## src/pkg/l2_cache_pkg.sv

```systemverilog
// Purpose: Shared constants and types for the second-level cache control block
// Assumes: One host clock, plain register port with 8-bit offsets
// Notes:   Reset values of both registers are zero
`default_nettype none
package l2_cache_pkg;
	// ==========================================================
	// Register map
	localparam logic [7:0] REG_CACHE_PRESENCE = 8'h53;
	localparam logic [7:0] REG_SYNC_DRAM      = 8'h54;
	localparam logic [7:0] RST_CACHE_PRESENCE = 8'h00;
	localparam logic [7:0] RST_SYNC_DRAM      = 8'h00;
	localparam int         CACHE_PRESENT_BIT  = 5;
	localparam int         FIFTH_CS_EN_BIT    = 1;
	localparam logic [7:0] UNMAPPED_READ      = 8'h00;

	// ==========================================================
	// Timing
	localparam int         BURST_BEATS        = 4;
	localparam logic [1:0] LAST_BEAT          = 2'h3;
	// Sync pipe is three deep plus one agreement cycle, with margin
	localparam logic [2:0] STRAP_SETTLE       = 3'h5;

	// ==========================================================
	// Request kinds and states
	typedef enum logic [2:0] {
		OP_READ,
		OP_WRITE,
		OP_WRITE_BYTES,
		OP_FILL,
		OP_INVAL,
		OP_SLEEP
	} op_e;

	typedef enum logic [2:0] {
		ST_IDLE,
		ST_READ,
		ST_WRITE,
		ST_FILL,
		ST_INVAL
	} cache_st_e;

	typedef enum logic [1:0] {
		RF_IDLE,
		RF_DRIVE,
		RF_WAIT
	} refresh_st_e;
endpackage : l2_cache_pkg
`default_nettype wire

```

## src/hw/cache_cfg_regs.sv

```systemverilog
// Purpose: Cache presence and SDRAM control registers
// Assumes: Read data is valid in the cycle after the read strobe
// Notes:   Presence bit follows the reset strap and ignores writes
`timescale 1ns/1ps
`default_nettype none
module cache_cfg_regs
	import l2_cache_pkg::*;
(
	input  wire logic       mclk,         // host clock
	input  wire logic       rstn,         // async reset, active low
	input  wire logic [7:0] regAddr,      // register offset
	input  wire logic [7:0] regWdata,     // write data
	input  wire logic       regWr,        // write strobe
	input  wire logic       regRd,        // read strobe
	output logic      [7:0] regRdata,     // read data, one cycle later
	input  wire logic       cachePresent, // strapped DRAM cache flag
	output logic            fifthCsEnable // SDRAM control bit 1
);
	typedef struct packed {
		logic [7:0] presence;
		logic [7:0] sdram;
		logic [7:0] rdata;
	} regs_s;

	regs_s s_q;
	regs_s s_d;

	always_comb
	begin
		s_d = s_q;
		s_d.presence[CACHE_PRESENT_BIT] = cachePresent;
		if (regWr && regAddr == REG_CACHE_PRESENCE)
		begin
			s_d.presence = regWdata;
			s_d.presence[CACHE_PRESENT_BIT] = cachePresent;
		end
		if (regWr && regAddr == REG_SYNC_DRAM)
		begin
			s_d.sdram = regWdata;
		end
		if (regRd)
		begin
			case (regAddr)
				REG_CACHE_PRESENCE: s_d.rdata = s_q.presence;
				REG_SYNC_DRAM:      s_d.rdata = s_q.sdram;
				default:            s_d.rdata = UNMAPPED_READ;
			endcase
		end
	end

	always_ff @(posedge mclk or negedge rstn)
	begin
		if (!rstn)
		begin
			s_q.presence <= RST_CACHE_PRESENCE;
			s_q.sdram    <= RST_SYNC_DRAM;
			s_q.rdata    <= UNMAPPED_READ;
		end
		else
		begin
			s_q <= s_d;
		end
	end

	assign regRdata      = s_q.rdata;
	assign fifthCsEnable = s_q.sdram[FIFTH_CS_EN_BIT];
endmodule : cache_cfg_regs
`default_nettype wire

```

## src/hw/l2_cache_sram_tag_interface.sv

```systemverilog
// Purpose: Control of burst SRAM data RAMs, tag RAM and the dual-use pin
// Assumes: Tag RAM and data RAMs run on mclk; dual pin is asynchronous
// Notes:   One request at a time, taken while reqReady is high
//
// What this block does
// Address strobe with chip select active wakes the cache and runs access.
// Address strobe with chip select inactive puts the cache to sleep.
// With chip select inactive the cache ignores the processor strobe.
// Processor strobe with chip select active wakes cache and runs access.
// Output enable low whenever data RAMs must drive the processor bus.
// Global write enable writes all byte lanes of powered RAMs.
// Partial writes: global high, byte enable low, byte lanes pick bytes.
// Tag bus is input on processor access, driven on fill and invalidate.
// Tag write enable stores new state and presented tag address.
// With a DRAM cache the dual pin is a refresh request/acknowledge.
// Otherwise the dual pin may serve as fifth SDRAM row select.
// The dual pin is sampled at hard reset to find a DRAM cache.
// Fifth select only when control bit 1 set and presence bit clear.
// DRAM cache present or control bit clear selects the refresh role.
// Cache address strobe loads the burst SRAM address register.
// Cache advance steps the burst SRAM to the next quadword.
// Never both write enables in one cycle; one write path per write.
//
// The address-and-strobe port was left to the implementer.
`timescale 1ns/1ps
`default_nettype none
module l2_cache_sram_tag_interface
	import l2_cache_pkg::*;
(
	input  wire logic       mclk,             // host clock, 50 MHz
	input  wire logic       rstn,             // async reset, active low
	input  wire logic [7:0] regAddr,          // register offset
	input  wire logic [7:0] regWdata,         // register write data
	input  wire logic       regWr,            // register write strobe
	input  wire logic       regRd,            // register read strobe
	output logic      [7:0] regRdata,         // register read data
	input  wire logic       reqValid,         // cache request present
	input  wire op_e        reqOp,            // kind of request
	input  wire logic [7:0] reqByteEnablesN,  // byte lanes, low = write
	input  wire logic [7:0] reqTag,           // tag and state to store
	output logic            reqReady,         // high in idle; request taken if valid
	output logic            reqDone,          // request finished, pulse
	output logic      [7:0] tagSeen,          // tag read during access
	output logic            tagSeenValid,     // tagSeen updated, pulse
	output logic            cacheChipSelectN, // cache chip select
	output logic            cacheAddrStrobeN, // cache address strobe
	output logic            cacheAdvanceN,    // cache advance
	output logic            cacheOutputEnableN, // cache output enable
	output logic            globalWriteEnableN, // all-lane write
	output logic            byteWriteEnableN, // per-lane write
	output logic      [7:0] cacheByteLanesN,  // byte lanes to the RAMs
	input  wire logic [7:0] tagBusIn,         // tag bus level
	output logic      [7:0] tagBusOut,        // tag bus drive value
	output logic            tagBusOeN,        // tag bus enable, low drives
	output logic            tagWriteEnableN,  // tag write enable
	input  wire logic       refreshReq,       // refresh wanted, level
	output logic            refreshDone,      // refresh acknowledged, pulse
	output logic            refreshAsk,       // cache asks for refresh
	input  wire logic       fifthRowSelectReqN, // fifth row select source
	input  wire logic       dualPinIn,        // dual pin level
	output logic            dualPinOut,       // dual pin drive value
	output logic            dualPinOeN,       // dual pin enable, low drives
	output logic            fifthSelMode,     // pin acts as row select
	output logic            dramCachePresent  // strapped at reset
);
	// ==========================================================
	// State
	typedef struct packed {
		cache_st_e   st;
		logic [1:0]  beat;
		logic        partial;
		logic        ccsN;
		logic        cadsN;
		logic        cadvN;
		logic        coeN;
		logic        gweN;
		logic        bweN;
		logic [7:0]  laneN;
		logic [7:0]  tagOut;
		logic        tagOeN;
		logic        tweN;
		logic [7:0]  tagSeen;
		logic        tagSeenVld;
		logic        done;
		refresh_st_e rf;
		logic        rfDone;
		logic        rfAsk;
		logic        pinOut;
		logic        pinOeN;
		logic [2:0]  strapCnt;
		logic        strapDone;
		logic        dramCache;
	} top_s;

	top_s s_q;
	top_s s_d;

	logic pinLevel;
	logic fifthCsEnable;
	logic fifthMode;

	// ==========================================================
	// Pin synchroniser and registers
	pin_sync3 u_sync (
		.mclk  (mclk),
		.rstn  (rstn),
		.pinIn (dualPinIn),
		.level (pinLevel)
	);

	cache_cfg_regs u_regs (
		.mclk          (mclk),
		.rstn          (rstn),
		.regAddr       (regAddr),
		.regWdata      (regWdata),
		.regWr         (regWr),
		.regRd         (regRd),
		.regRdata      (regRdata),
		.cachePresent  (s_q.dramCache),
		.fifthCsEnable (fifthCsEnable)
	);

	// Fifth select gate
	assign fifthMode = fifthCsEnable && !s_q.dramCache;

	// ==========================================================
	// Next state
	always_comb
	begin
		s_d            = s_q;
		s_d.cadsN      = 1'b1;
		s_d.cadvN      = 1'b1;
		s_d.gweN       = 1'b1;
		s_d.bweN       = 1'b1;
		s_d.tweN       = 1'b1;
		s_d.tagSeenVld = 1'b0;
		s_d.done       = 1'b0;
		s_d.rfDone     = 1'b0;

		case (s_q.st)
			ST_IDLE:
			begin
				s_d.coeN   = 1'b1;
				s_d.tagOeN = 1'b1;
				s_d.beat   = 2'h0;
				if (reqValid)
				begin
					s_d.laneN   = reqByteEnablesN;
					s_d.tagOut  = reqTag;
					s_d.partial = 1'b0;
					case (reqOp)
						// Strobe with select active
						OP_READ:
						begin
							s_d.ccsN  = 1'b0;
							s_d.cadsN = 1'b0;
							s_d.st    = ST_READ;
						end
						OP_WRITE:
						begin
							s_d.ccsN  = 1'b0;
							s_d.cadsN = 1'b0;
							s_d.st    = ST_WRITE;
						end
						// Partial write path chosen
						OP_WRITE_BYTES:
						begin
							s_d.ccsN    = 1'b0;
							s_d.cadsN   = 1'b0;
							s_d.partial = 1'b1;
							s_d.st      = ST_WRITE;
						end
						// Tag driven for line fill
						OP_FILL:
						begin
							s_d.ccsN   = 1'b0;
							s_d.cadsN  = 1'b0;
							s_d.tagOeN = 1'b0;
							s_d.st     = ST_FILL;
						end
						// Tag driven for invalidate
						OP_INVAL:
						begin
							s_d.tagOeN = 1'b0;
							s_d.st     = ST_INVAL;
						end
						// Strobe with select inactive
						OP_SLEEP:
						begin
							s_d.ccsN  = 1'b1;
							s_d.cadsN = 1'b0;
							s_d.done  = 1'b1;
						end
						default:
						begin
							s_d.done = 1'b1;
						end
					endcase
				end
			end
			ST_READ:
			begin
				// RAMs drive the bus for the burst
				s_d.coeN = 1'b0;
				// Tag bus sampled as input
				if (s_q.beat == 2'h0)
				begin
					s_d.tagSeen    = tagBusIn;
					s_d.tagSeenVld = 1'b1;
				end
				if (s_q.beat == LAST_BEAT)
				begin
					s_d.coeN = 1'b1;
					s_d.done = 1'b1;
					s_d.st   = ST_IDLE;
				end
				else
				begin
					// Step to next quadword
					s_d.cadvN = 1'b0;
					s_d.beat  = s_q.beat + 2'h1;
				end
			end
			ST_WRITE:
			begin
				// Exactly one write path
				if (s_q.partial)
				begin
					s_d.bweN = 1'b0;
				end
				else
				begin
					// All byte lanes written
					s_d.gweN = 1'b0;
				end
				s_d.done = 1'b1;
				s_d.st   = ST_IDLE;
			end
			ST_FILL:
			begin
				// All byte lanes written each beat
				s_d.gweN = 1'b0;
				if (s_q.beat == LAST_BEAT)
				begin
					// Store tag with the last beat
					s_d.tweN = 1'b0;
					s_d.done = 1'b1;
					s_d.st   = ST_IDLE;
				end
				else
				begin
					s_d.cadvN = 1'b0;
					s_d.beat  = s_q.beat + 2'h1;
				end
			end
			ST_INVAL:
			begin
				// New state written with tag
				s_d.tweN = 1'b0;
				s_d.done = 1'b1;
				s_d.st   = ST_IDLE;
			end
			default:
			begin
				s_d.st = ST_IDLE;
			end
		endcase

		// ======================================================
		// Strap capture and dual pin
		if (!s_q.strapDone)
		begin
			// Pin floats until the strap is taken
			s_d.pinOeN = 1'b1;
			if (s_q.strapCnt == STRAP_SETTLE)
			begin
				s_d.dramCache = pinLevel;
				s_d.strapDone = 1'b1;
			end
			else
			begin
				s_d.strapCnt = s_q.strapCnt + 3'h1;
			end
		end
		else if (fifthMode)
		begin
			// Pin is the fifth row select
			s_d.rf     = RF_IDLE;
			s_d.rfAsk  = 1'b0;
			s_d.pinOut = fifthRowSelectReqN;
			s_d.pinOeN = 1'b0;
		end
		else
		begin
			// Refresh handshake role
			s_d.rfAsk = 1'b0;
			case (s_q.rf)
				// Request out, acknowledge in
				RF_IDLE:
				begin
					s_d.pinOeN = 1'b1;
					s_d.rfAsk  = pinLevel;
					if (refreshReq && !pinLevel)
					begin
						s_d.pinOut = 1'b1;
						s_d.pinOeN = 1'b0;
						s_d.rf     = RF_DRIVE;
					end
				end
				RF_DRIVE:
				begin
					s_d.pinOut = 1'b0;
					s_d.pinOeN = 1'b1;
					s_d.rf     = RF_WAIT;
				end
				RF_WAIT:
				begin
					if (pinLevel)
					begin
						s_d.rfDone = 1'b1;
						s_d.rf     = RF_IDLE;
					end
				end
				default:
				begin
					s_d.rf = RF_IDLE;
				end
			endcase
		end
	end

	// ==========================================================
	// Registers
	always_ff @(posedge mclk or negedge rstn)
	begin
		if (!rstn)
		begin
			s_q.st         <= ST_IDLE;
			s_q.beat       <= 2'h0;
			s_q.partial    <= 1'b0;
			s_q.ccsN       <= 1'b1;
			s_q.cadsN      <= 1'b1;
			s_q.cadvN      <= 1'b1;
			s_q.coeN       <= 1'b1;
			s_q.gweN       <= 1'b1;
			s_q.bweN       <= 1'b1;
			s_q.laneN      <= 8'hff;
			s_q.tagOut     <= 8'h00;
			s_q.tagOeN     <= 1'b1;
			s_q.tweN       <= 1'b1;
			s_q.tagSeen    <= 8'h00;
			s_q.tagSeenVld <= 1'b0;
			s_q.done       <= 1'b0;
			s_q.rf         <= RF_IDLE;
			s_q.rfDone     <= 1'b0;
			s_q.rfAsk      <= 1'b0;
			s_q.pinOut     <= 1'b0;
			s_q.pinOeN     <= 1'b1;
			s_q.strapCnt   <= 3'h0;
			s_q.strapDone  <= 1'b0;
			s_q.dramCache  <= 1'b0;
		end
		else
		begin
			s_q <= s_d;
		end
	end

	// ==========================================================
	// Outputs
	// Processor strobe only counts while select is low
	assign cacheChipSelectN   = s_q.ccsN;
	// Address load strobe
	assign cacheAddrStrobeN   = s_q.cadsN;
	assign cacheAdvanceN      = s_q.cadvN;
	assign cacheOutputEnableN = s_q.coeN;
	assign globalWriteEnableN = s_q.gweN;
	assign byteWriteEnableN   = s_q.bweN;
	assign cacheByteLanesN    = s_q.laneN;
	assign tagBusOut          = s_q.tagOut;
	assign tagBusOeN          = s_q.tagOeN;
	assign tagWriteEnableN    = s_q.tweN;
	assign tagSeen            = s_q.tagSeen;
	assign tagSeenValid       = s_q.tagSeenVld;
	assign reqReady           = (s_q.st == ST_IDLE);
	assign reqDone            = s_q.done;
	assign refreshDone        = s_q.rfDone;
	assign refreshAsk         = s_q.rfAsk;
	assign dualPinOut         = s_q.pinOut;
	assign dualPinOeN         = s_q.pinOeN;
	assign fifthSelMode       = s_q.strapDone && fifthMode;
	assign dramCachePresent   = s_q.dramCache;
endmodule : l2_cache_sram_tag_interface
`default_nettype wire

```

## src/hw/pin_sync3.sv

```systemverilog
// Purpose: Three-stage synchroniser with agreement filter for one pin
// Assumes: Pin idles low through its pull-down
// Notes:   Output moves only when stages two and three agree
`timescale 1ns/1ps
`default_nettype none
module pin_sync3
	import l2_cache_pkg::*;
(
	input  wire logic mclk,   // host clock
	input  wire logic rstn,   // async reset, active low
	input  wire logic pinIn,  // raw pin level
	output logic      level   // filtered level
);
	typedef struct packed {
		logic s1;
		logic s2;
		logic s3;
		logic lvl;
	} sync_s;

	sync_s s_q;
	sync_s s_d;

	always_comb
	begin
		s_d     = s_q;
		s_d.s1  = pinIn;
		s_d.s2  = s_q.s1;
		s_d.s3  = s_q.s2;
		if (s_q.s2 == s_q.s3)
		begin
			s_d.lvl = s_q.s3;
		end
	end

	always_ff @(posedge mclk or negedge rstn)
	begin
		if (!rstn)
		begin
			s_q <= '0;
		end
		else
		begin
			s_q <= s_d;
		end
	end

	assign level = s_q.lvl;
endmodule : pin_sync3
`default_nettype wire

```

## config.mk

```make
export PLATFORM = sky130hd
export DESIGN_NAME = l2_cache_sram_tag_interface
export DESIGN_NICKNAME = d
export VERILOG_FILES = /design/src/pkg/l2_cache_pkg.sv /design/src/hw/cache_cfg_regs.sv /design/src/hw/l2_cache_sram_tag_interface.sv /design/src/hw/pin_sync3.sv
export SDC_FILE = /design/constraint.sdc
export NUM_CORES = 1
export LEC_CHECK = 0
export BUFFER_PORTS_ARGS = -buffer_cell sky130_fd_sc_hd__buf_2
export CORE_UTILIZATION = 30
export CTS_BUF_LIST = sky130_fd_sc_hd__clkbuf_2
export CTS_CLUSTER_DIAMETER = 200
export DETAILED_ROUTE_END_ITERATION = 7
export GPL_TIMING_DRIVEN = 0
export HOLD_SLACK_MARGIN = 0.06
export SLEW_MARGIN = 20
export SYNTH_ARGS = -nofsm -noshare
export SYNTH_HDL_FRONTEND = slang
export SYNTH_SLANG_ARGS = --single-unit
```

## constraint.sdc

```tcl
create_clock -name mclk -period 1.7 [get_ports mclk]
set_clock_uncertainty 0.05 [all_clocks]
set_input_delay 0.085 -clock mclk [delete_from_list [all_inputs] [get_ports mclk]]
set_output_delay 0.085 -clock mclk [all_outputs]
set_load 0.01 [all_outputs]
```

After elaboration in Yosys (flattened, before gate mapping)

Cells that the tools add are included.

Register bits: 79
Input port bits: 51
Output and inout bits: 49
Logic and storage cells: 130

Add/sub/neg operators: 2
Equal/unequal tests: 23
Mux-type cells: 41
Bitwise operators: 2
Reductions and logical operators: 30

Operators with widths:

| kind                                                            | count |
|---|---|
| 1-bit 2-to-1 mux                                                | 19 |
| 8-bit by 7-bit == test with 1-bit output, second input constant | 2 |
| 8-bit one-hot mux with 2 select lines                           | 1 |
| 3-bit 2-to-1 mux                                                | 5 |
| 3-bit by 2-bit == test with 1-bit output, second input constant | 4 |
| 3-bit == test, second input constant                            | 4 |
| 2-bit 2-to-1 mux                                                | 6 |
| 2-bit one-hot mux with 2 select lines                           | 3 |
| 3-bit one-hot mux with 4 select lines                           | 1 |
| 3-bit AND reduction                                             | 4 |
| 2-bit AND reduction                                             | 5 |
| 2-bit OR reduction                                              | 4 |
| 3-bit by 1-bit == test with 1-bit output, second input constant | 2 |
| 3-bit logical NOT                                               | 2 |
| 1-bit one-hot mux with 2 select lines                           | 3 |
| 2-bit one-hot mux with 3 select lines                           | 1 |
| 3-bit one-hot mux with 2 select lines                           | 1 |
| 2-bit nonzero test                                              | 3 |
| 1-bit logical AND                                               | 5 |
| 5-bit by 2-bit != test with 1-bit output, second input constant | 1 |
| 5-bit OR reduction                                              | 1 |
| 2-bit == test, second input constant                            | 2 |
| 2-bit logical NOT                                               | 2 |
| 2-bit != test, second input constant                            | 2 |
| 13 further kinds                                                | 15 |

Longest topological paths before layout

Gate-level depths: netlist of the first run.

Depth in word-level cells: 6
Gate-level depth with buffers: 6
Gate-level depth less buffers: 5

Modules after synthesis

A second synthesis of the first run with hierarchy kept.

Cell total of the unflattened synthesis: 274
Area total of the unflattened synthesis: 3525.9 µm²

By module, submodules not included:

| module                      | instances | cells each | area an instance (µm²) | seq. area each (µm²) |
|---|---|---|---|---|
| l2_cache_sram_tag_interface | 1         | 189        | 2338.5                 | 1297.5 |
| cache_cfg_regs              | 1         | 80         | 1076.0                 | 600.6 |
| pin_sync3                   | 1         | 5          | 111.4                  | 100.1 |

Least setup slack after synthesis of the first run

Ideal clock, no wire load.

Path kind: register -> register
Start: reg s_q[49] (netlist name)
End: reg s_q, in the netlist tagBusOut[4]
Setup time: 0.125 ns
Arrival: 1.494 ns
Data required time: 1.525 ns
Slack: 0.031 ns
Cell stages (with the launch flop): 6
Path buffers: 3
Clock period less this slack: 1.669 ns
Path through: dfrtp_1 -> buf_2 -> or4b_1 -> buf_2 -> buf_6 -> mux2_2

Word-level cells in the longest chain between the ends: 2

RTL lines:

| item                                 | RTL line                           | text |
|---|---|---|
| start, declared                      | l2_cache_sram_tag_interface.sv:95  | `top_s s_q;` |
| 3-bit logical NOT                    | l2_cache_sram_tag_interface.sv:140 | `case (s_q.st)` |
| 2-bit AND reduction (no source line) | --                                 |  |

Every way passes these cells.
A chain may end at the register's enable or synchronous reset.

Worst setup path after layout of the first run

Start: in regAddr[7]
End: reg u_regs.s_q[16] (netlist name)

Word-level cells in the longest chain between the ends: 2

RTL lines:

| item                                     | RTL line                          | text |
|---|---|---|
| start, declared                          | l2_cache_sram_tag_interface.sv:32 | `input wire logic [7:0] regAddr,` |
| 8-bit by 7-bit == test with 1-bit output | cache_cfg_regs.sv:32              | `if (regWr && regAddr == REG_CACHE_PRESENCE)` |
| 1-bit logical AND                        | cache_cfg_regs.sv:32              |  |
| end, declared                            | cache_cfg_regs.sv:25              | `regs_s s_q;` |

Every way passes these cells.

==> results of run 1 <==
[synth_stat cells, drive strengths merged (5+ instances only)]
master / number / area (um2)
dfrtp: 62 / 1550
mux2: 41 / 462
buf: 37 / 278
inv: 18 / 67.6
dfstp: 17 / 447
nor2: 11 / 41.3
nand2: 10 / 37.5
a22oi: 9 / 67.6
o22ai: 9 / 56.3
clkbuf: 6 / 22.5
a21oi: 5 / 25.0
o21ai: 5 / 25.0
[power groups by stage]
stage	clock network [W]	registers (W)	logic, W
6_report	0.00127	0.00270	0.00233
5_1_grt	0.00140	0.00278	0.00257
4_1_cts	0.00133	0.00271	0.00234
3_5_place_dp	0	0.00275	0.00211
3_3_place_gp	0	0.00272	0.00205
2_1_floorplan	0	0.00274	0.00140
[critical path, cell delays in order]
cell and delay (ps):
dlygate4sd3_1 530, buf_2 110, or4b_4 530, nor3b_4 420
mux2_2 380
[metrics by stage]
stage,TNS (ps),power [W],cell area (um2),util,cells
floorplan,0,0.00414,3510,-,279
global placement,-5430,0.00477,4170,0.366,519
detailed placement,-2530,0.00485,4200,0.368,520
CTS,-0.764,0.00638,4910,0.430,588
global route,0,0.00675,4930,0.432,590
finish,0,0.00630,4930,0.432,590
[flip-flops by register name, summed over array words and instances, names as in the netlist, 2 cells and up]
signal           cells
cacheByteLanesN      8
s_q                 12
tagBusOut            8
tagSeen              8
u_regs.regRdata      8
u_regs.s_q          15
u_sync.s_d           2
[kinds of logic after synthesis]
| kind of cell | count (synthesis) | synth area share |
|---|---|---|
| AOI/OAI and AO/OA | 44 | 0.0877 |
| xor gates and xnor gates | 3 | 0.00749 |
| adders and majority gates | 5 | 0.0171 |
| buffers and inverters | 61 | 0.105 |
| DFF | 79 | 0.569 |
| muxes | 42 | 0.134 |
| and+or+nand+nor | 45 | 0.0792 |
[metal layers]
| metal | global-route usage | up-vias | part of all wire |
|---|---|---|---|
| li1 | - | 1268 | - |
| met1 | 0.153 | 1278 | 0.45 |
| met3 | 0.0364 | 5 | 0.048 |
| met4 | 0.0517 | 0 | 0.011 |
| met5 | 0 | - | 0 |
| met2 | 0.214 | 64 | 0.49 |
[cell type report]
type                       count  area, um2  area share
sequential                    79       2000       0.405
multi-input combinational    139       1170       0.237
timing repair buffer         154       1060       0.214
buffer                        41        304      0.0616
tap                          143        179      0.0363
clock inverter                 7        111      0.0226
inverter                      18       67.6      0.0137
clock buffer                   9       45.0     0.00913
[timing repair]
action	in CTS	in global routing
pin swaps	1	3
endpoints found under the setup margin	21	25
gates resized for setup	10	7
setup buffers	6	3
hold endpoints to repair	134	7
[final timing paths]
kind | start | endpoint | slack [ps] | cells after the start
hold reg to reg | u_sync.s_d[2] | u_sync.s_d[1] | 330 | 0
setup / recovery | regAddr[7] | u_regs.s_q[16] | 3 | 5
setup reg to reg | s_q[49] | tagBusOut[7] | 50 | 3
min in group asynchronous | rstn | cacheByteLanesN[3] | 630 | 3
hold / removal | regAddr[5] | u_regs.s_q[20] | 70 | 4
max in group asynchronous | rstn | tagWriteEnableN | 640 | 4
==> impl_metrics.json, run 1 <==
{
  "first_pass_iters": 4,
  "yosys.cell_types.count": 45,
  "drt_iter0_markers": 59,
  "grt_pass1_vias": 2600,
  "holdBufCountCts": 47,
  "yosysWarningCount": 0,
  "power_switching_w": 0.00186,
  "fp.dieH_um": 110,
  "hold_viol_final": 0,
  "port-buffer-count": 97,
  "routed_wl_mm": 7.35,
  "cts_buffers": 9,
  "timing.fmax_ghz": 0.589,
  "period_needed_ps": 1700,
  "setup_violations": 0,
  "num-nets-final": 497,
  "clockPowerShare": 0.201,
  "gr-total-overflow": 0,
  "cp-end-kind": "flip-flop",
  "ys_ff_latch": 79,
  "rows": 39,
  "whs_ps": 70.2,
  "cellPowerDensity_mw_per_mm2": 1280,
  "cts_root_buf": "clkbuf_2",
  "synth_fp_nets": 334,
  "power.internal_w": 0.00444,
  "syn_inst": 279,
  "synth_edf_count": 0,
  "cap_violations": 0,
  "io_pins": 100,
  "tightest_slew_ps": 434,
  "arrival_ps": 2060,
  "crit_required_ps": 2070,
  "cp-start-kind": "primary input",
  "peakVddDrop_mv": 0.718,
  "clock-sinks": 79,
  "fillers": 1093,
  "synthArstFlopShare": 1.00,
  "layout_commonest_cell": "buf_2",
  "sw_frac_of_total": 0.295,
  "p_seq_frac": 0.429,
  "rsz0062_at_grt": "no",
  "syn_area_mm2": 0.00351,
  "start_util": 0.307,
  "drtAntennaViolNets": 0,
  "path_clk_slew_ps": 210,
  "grt_antenna_before_repair": 0,
  "crit_type": "primary input to flip-flop",
  "worst_slack_ps": 3.05,
  "final_cell_mix": "buf_2, dfrtp_1, dlygate4sd3_1",
  "pre_cts_ws_ps": -178,
  "synthToLayoutAreaGrowth_pct": 40.6,
  "dp_hpwl_mm": 4.82,
  "clock_tree.buffer_depth": 2,
  "comb_power_share": 0.370,
  "vias_per_cell": 4.43,
  "slew-limit-headroom": 0.706,
  "syn_area_per_cell_um2": 12.6,
  "antenna_cells": 0,
  "status": "finished, final reports clean",
  "htree_levels": 3,
  "gp_congestion": 0.747,
  "p_leak_nw": 2.36,
  "die_w_um": 110,
  "slew_violations": 0,
  "min_path_type": "primary input to flip-flop",
  "period_share": 0.998,
  "placeableCoreArea_mm2": 0.0114,
  "num_vias": 2615,
  "drc": 0,
  "synth_ff_type": "dfrtp_1",
  "gr-usage-all-layers": 0.127,
  "grt_max_degree": 44,
  "worstPathMaxFanout": 7,
  "grt_pass1_wl_mm": 11.8,
  "cts_tree": "yes",
  "die_area_mm2": 0.0121,
  "layout-drive-gt1-share": 0.510,
  "clock_latency_ps": 500,
  "synth-seq-area-share": 0.569,
  "wl_per_cell_um": 12.5
}
Power figures use the tool's default switching activity.
==> run 2: changes to the inputs <==
--- a/config.mk
+++ b/config.mk
@@ -5,11 +5,11 @@
 export SDC_FILE = /design/constraint.sdc
 export NUM_CORES = 1
 export LEC_CHECK = 0
-export BUFFER_PORTS_ARGS = -buffer_cell sky130_fd_sc_hd__buf_2
 export CORE_UTILIZATION = 30
 export CTS_BUF_LIST = sky130_fd_sc_hd__clkbuf_2
 export CTS_CLUSTER_DIAMETER = 200
 export DETAILED_ROUTE_END_ITERATION = 7
+export DONT_BUFFER_PORTS = 1
 export GPL_TIMING_DRIVEN = 0
 export HOLD_SLACK_MARGIN = 0.06
 export SLEW_MARGIN = 20
==> impl_metrics.json, run 2 (same netlist as run 1, synthesis figures left out) <==
{
  "final_cell_mix": "dlygate4sd3_1, dfrtp_1, mux2_2",
  "start_util": 0.307,
  "antenna_cells": 0,
  "sw_frac_of_total": 0.322,
  "grt_antenna_before_repair": 0,
  "placeableCoreArea_mm2": 0.0114,
  "setup_violations": 0,
  "slew-limit-headroom": 0.736,
  "die_w_um": 110,
  "slew_violations": 0,
  "wl_per_cell_um": 14.6,
  "vias_per_cell": 4.57,
  "hold_viol_final": 0,
  "power.internal_w": 0.00391,
  "fin_tns_setup_ps": 0,
  "p_leak_nw": 2.11,
  "cts_tree": "yes",
  "clock-sinks": 79,
  "fin_area_mm2": 0.00475,
  "io_pins": 100,
  "grt_max_degree": 80,
  "synthToLayoutAreaGrowth_pct": 35.4,
  "rsz0062_at_grt": "yes",
  "drtAntennaViolNets": 0,
  "biggestRegsByFlops": "u_regs.s_q: 15 flops, s_q: 12 flops",
  "grt_pass1_vias": 2450,
  "rows": 39,
  "port-buffer-count": 0,
  "cts_root_buf": "clkbuf_2",
  "whs_ps": 128,
  "crit_type": "flip-flop to flip-flop",
  "layout_commonest_cell": "dlygate4sd3_1",
  "fp.dieH_um": 110,
  "min_path_type": "primary input to flip-flop",
  "timing.fmax_ghz": 0.604,
  "power_switching_w": 0.00185,
  "regArea_mm2": 0.00200,
  "finalNonFillerCells": 524,
  "htree_levels": 3,
  "period_needed_ps": 1660,
  "die_area_mm2": 0.0121,
  "num_vias": 2393,
  "dp_cells": 422,
  "clock_tree.buffer_depth": 2,
  "gr-total-overflow": 0,
  "arrival_ps": 2090,
  "routed_wl_mm": 7.66,
  "dp_hpwl_mm": 4.52,
  "place_area_mm2": 0.00369,
  "regMostFlops": "u_regs.s_q",
  "num-nets-final": 431,
  "status": "finished, final reports clean",
  "fillers": 1090,
  "crit_required_ps": 2140,
  "first_pass_iters": 4,
  "cp-end-kind": "flip-flop",
  "drc": 0,
  "multiInputGateArea_mm2": 0.00118,
  "path_clk_slew_ps": 220,
  "cp-start-kind": "flip-flop",
  "clockPowerShare": 0.182,
  "gp_congestion": 0.742,
  "cellPowerDensity_mw_per_mm2": 1210,
  "peakVddDrop_mv": 0.621,
  "p_seq_frac": 0.487,
  "layout-drive-gt1-share": 0.341,
  "grt_pass1_wl_mm": 11.8,
  "worstPathMaxFanout": 10,
  "cts_buffers": 9,
  "gr-usage-all-layers": 0.133,
  "largest_reg_flops": 15,
  "drt_iter0_markers": 67,
  "comb_power_share": 0.331,
  "cap_violations": 0,
  "clock_latency_ps": 590,
  "period_share": 0.974,
  "tightest_slew_ps": 391
}
-- run 2: cell types whose count changed in the layout (fill, tap and decap cells not counted), moves of 2 or more --
cell	before	now
buf_2	96	0
dlygate4sd3_1	46	82
buf_4	42	37
clkinv_4	0	3
bufinv_16	3	1
-- run 2: stage by stage --
stage          total power (W)  utilization  setup WS, ps
2_1_floorplan          0.00414            -          31.1
3_3_place_gp           0.00435        0.323         -88.6
3_5_place_dp           0.00442        0.323          -110
4_1_cts                0.00581        0.414         -13.4
5_1_grt                0.00614        0.416         -22.0
6_report               0.00576        0.416          44.4
-- run 2: worst max-delay path: stages, from the launching register on --
cell	delay, ps
dfrtp_2	490
or4b_4	570
buf_8	170
mux2_2	270
-- run 2: repair_timing --
item	CTS	global route
setup buffers	4	2
endpoints found under the setup margin	18	22
gates resized for setup	12	8
pin swaps	1	1
hold endpoints to repair	138	0
hold buffers	83	0
-- run 2: cell type report --
class,instances,area share
tap,143,0.0377
timing repair buffer,89,0.191
clock buffer,9,0.00948
inverter,18,0.0142
sequential,79,0.421
multi-input combinational,139,0.248
clock inverter,7,0.0155
buffer,40,0.0632
-- run 2: path summary, 6_finish.rpt --
kind                       cells past startpoint       endpoint  slack, ps          start
max                                            3   tagBusOut[6]         40        s_q[48]
max in group asynchronous                      3  cacheAdvanceN        750           rstn
min in group asynchronous                      3        s_q[10]        480           rstn
min reg2reg                                    0  u_sync.s_d[1]        330  u_sync.s_d[2]
min                                            2   tagBusOut[1]        130      reqTag[1]
max reg2reg                                    3   tagBusOut[6]         40        s_q[48]
-- run 2: layer usage --
| metal | vias up | track usage | wire length [um] | part of all wire |
|---|---|---|---|---|
| li1 | 1144 | - | - | - |
| met2 | 66 | 0.223 | 3910 | 0.51 |
| met1 | 1168 | 0.144 | 3100 | 0.40 |
| met5 | - | 0 | 0 | 0 |
| met3 | 15 | 0.0547 | 464 | 0.061 |
| met4 | 0 | 0.0658 | 180 | 0.024 |
-- run 2: power groups by stage --
stage               logic, W  clock network (W)  registers, W
floorplan            0.00140                  0       0.00274
global placement     0.00155                  0       0.00280
detailed placement   0.00159                  0       0.00283
CTS                  0.00191            0.00111       0.00280
global route         0.00209            0.00117       0.00288
finish               0.00191            0.00105       0.00281
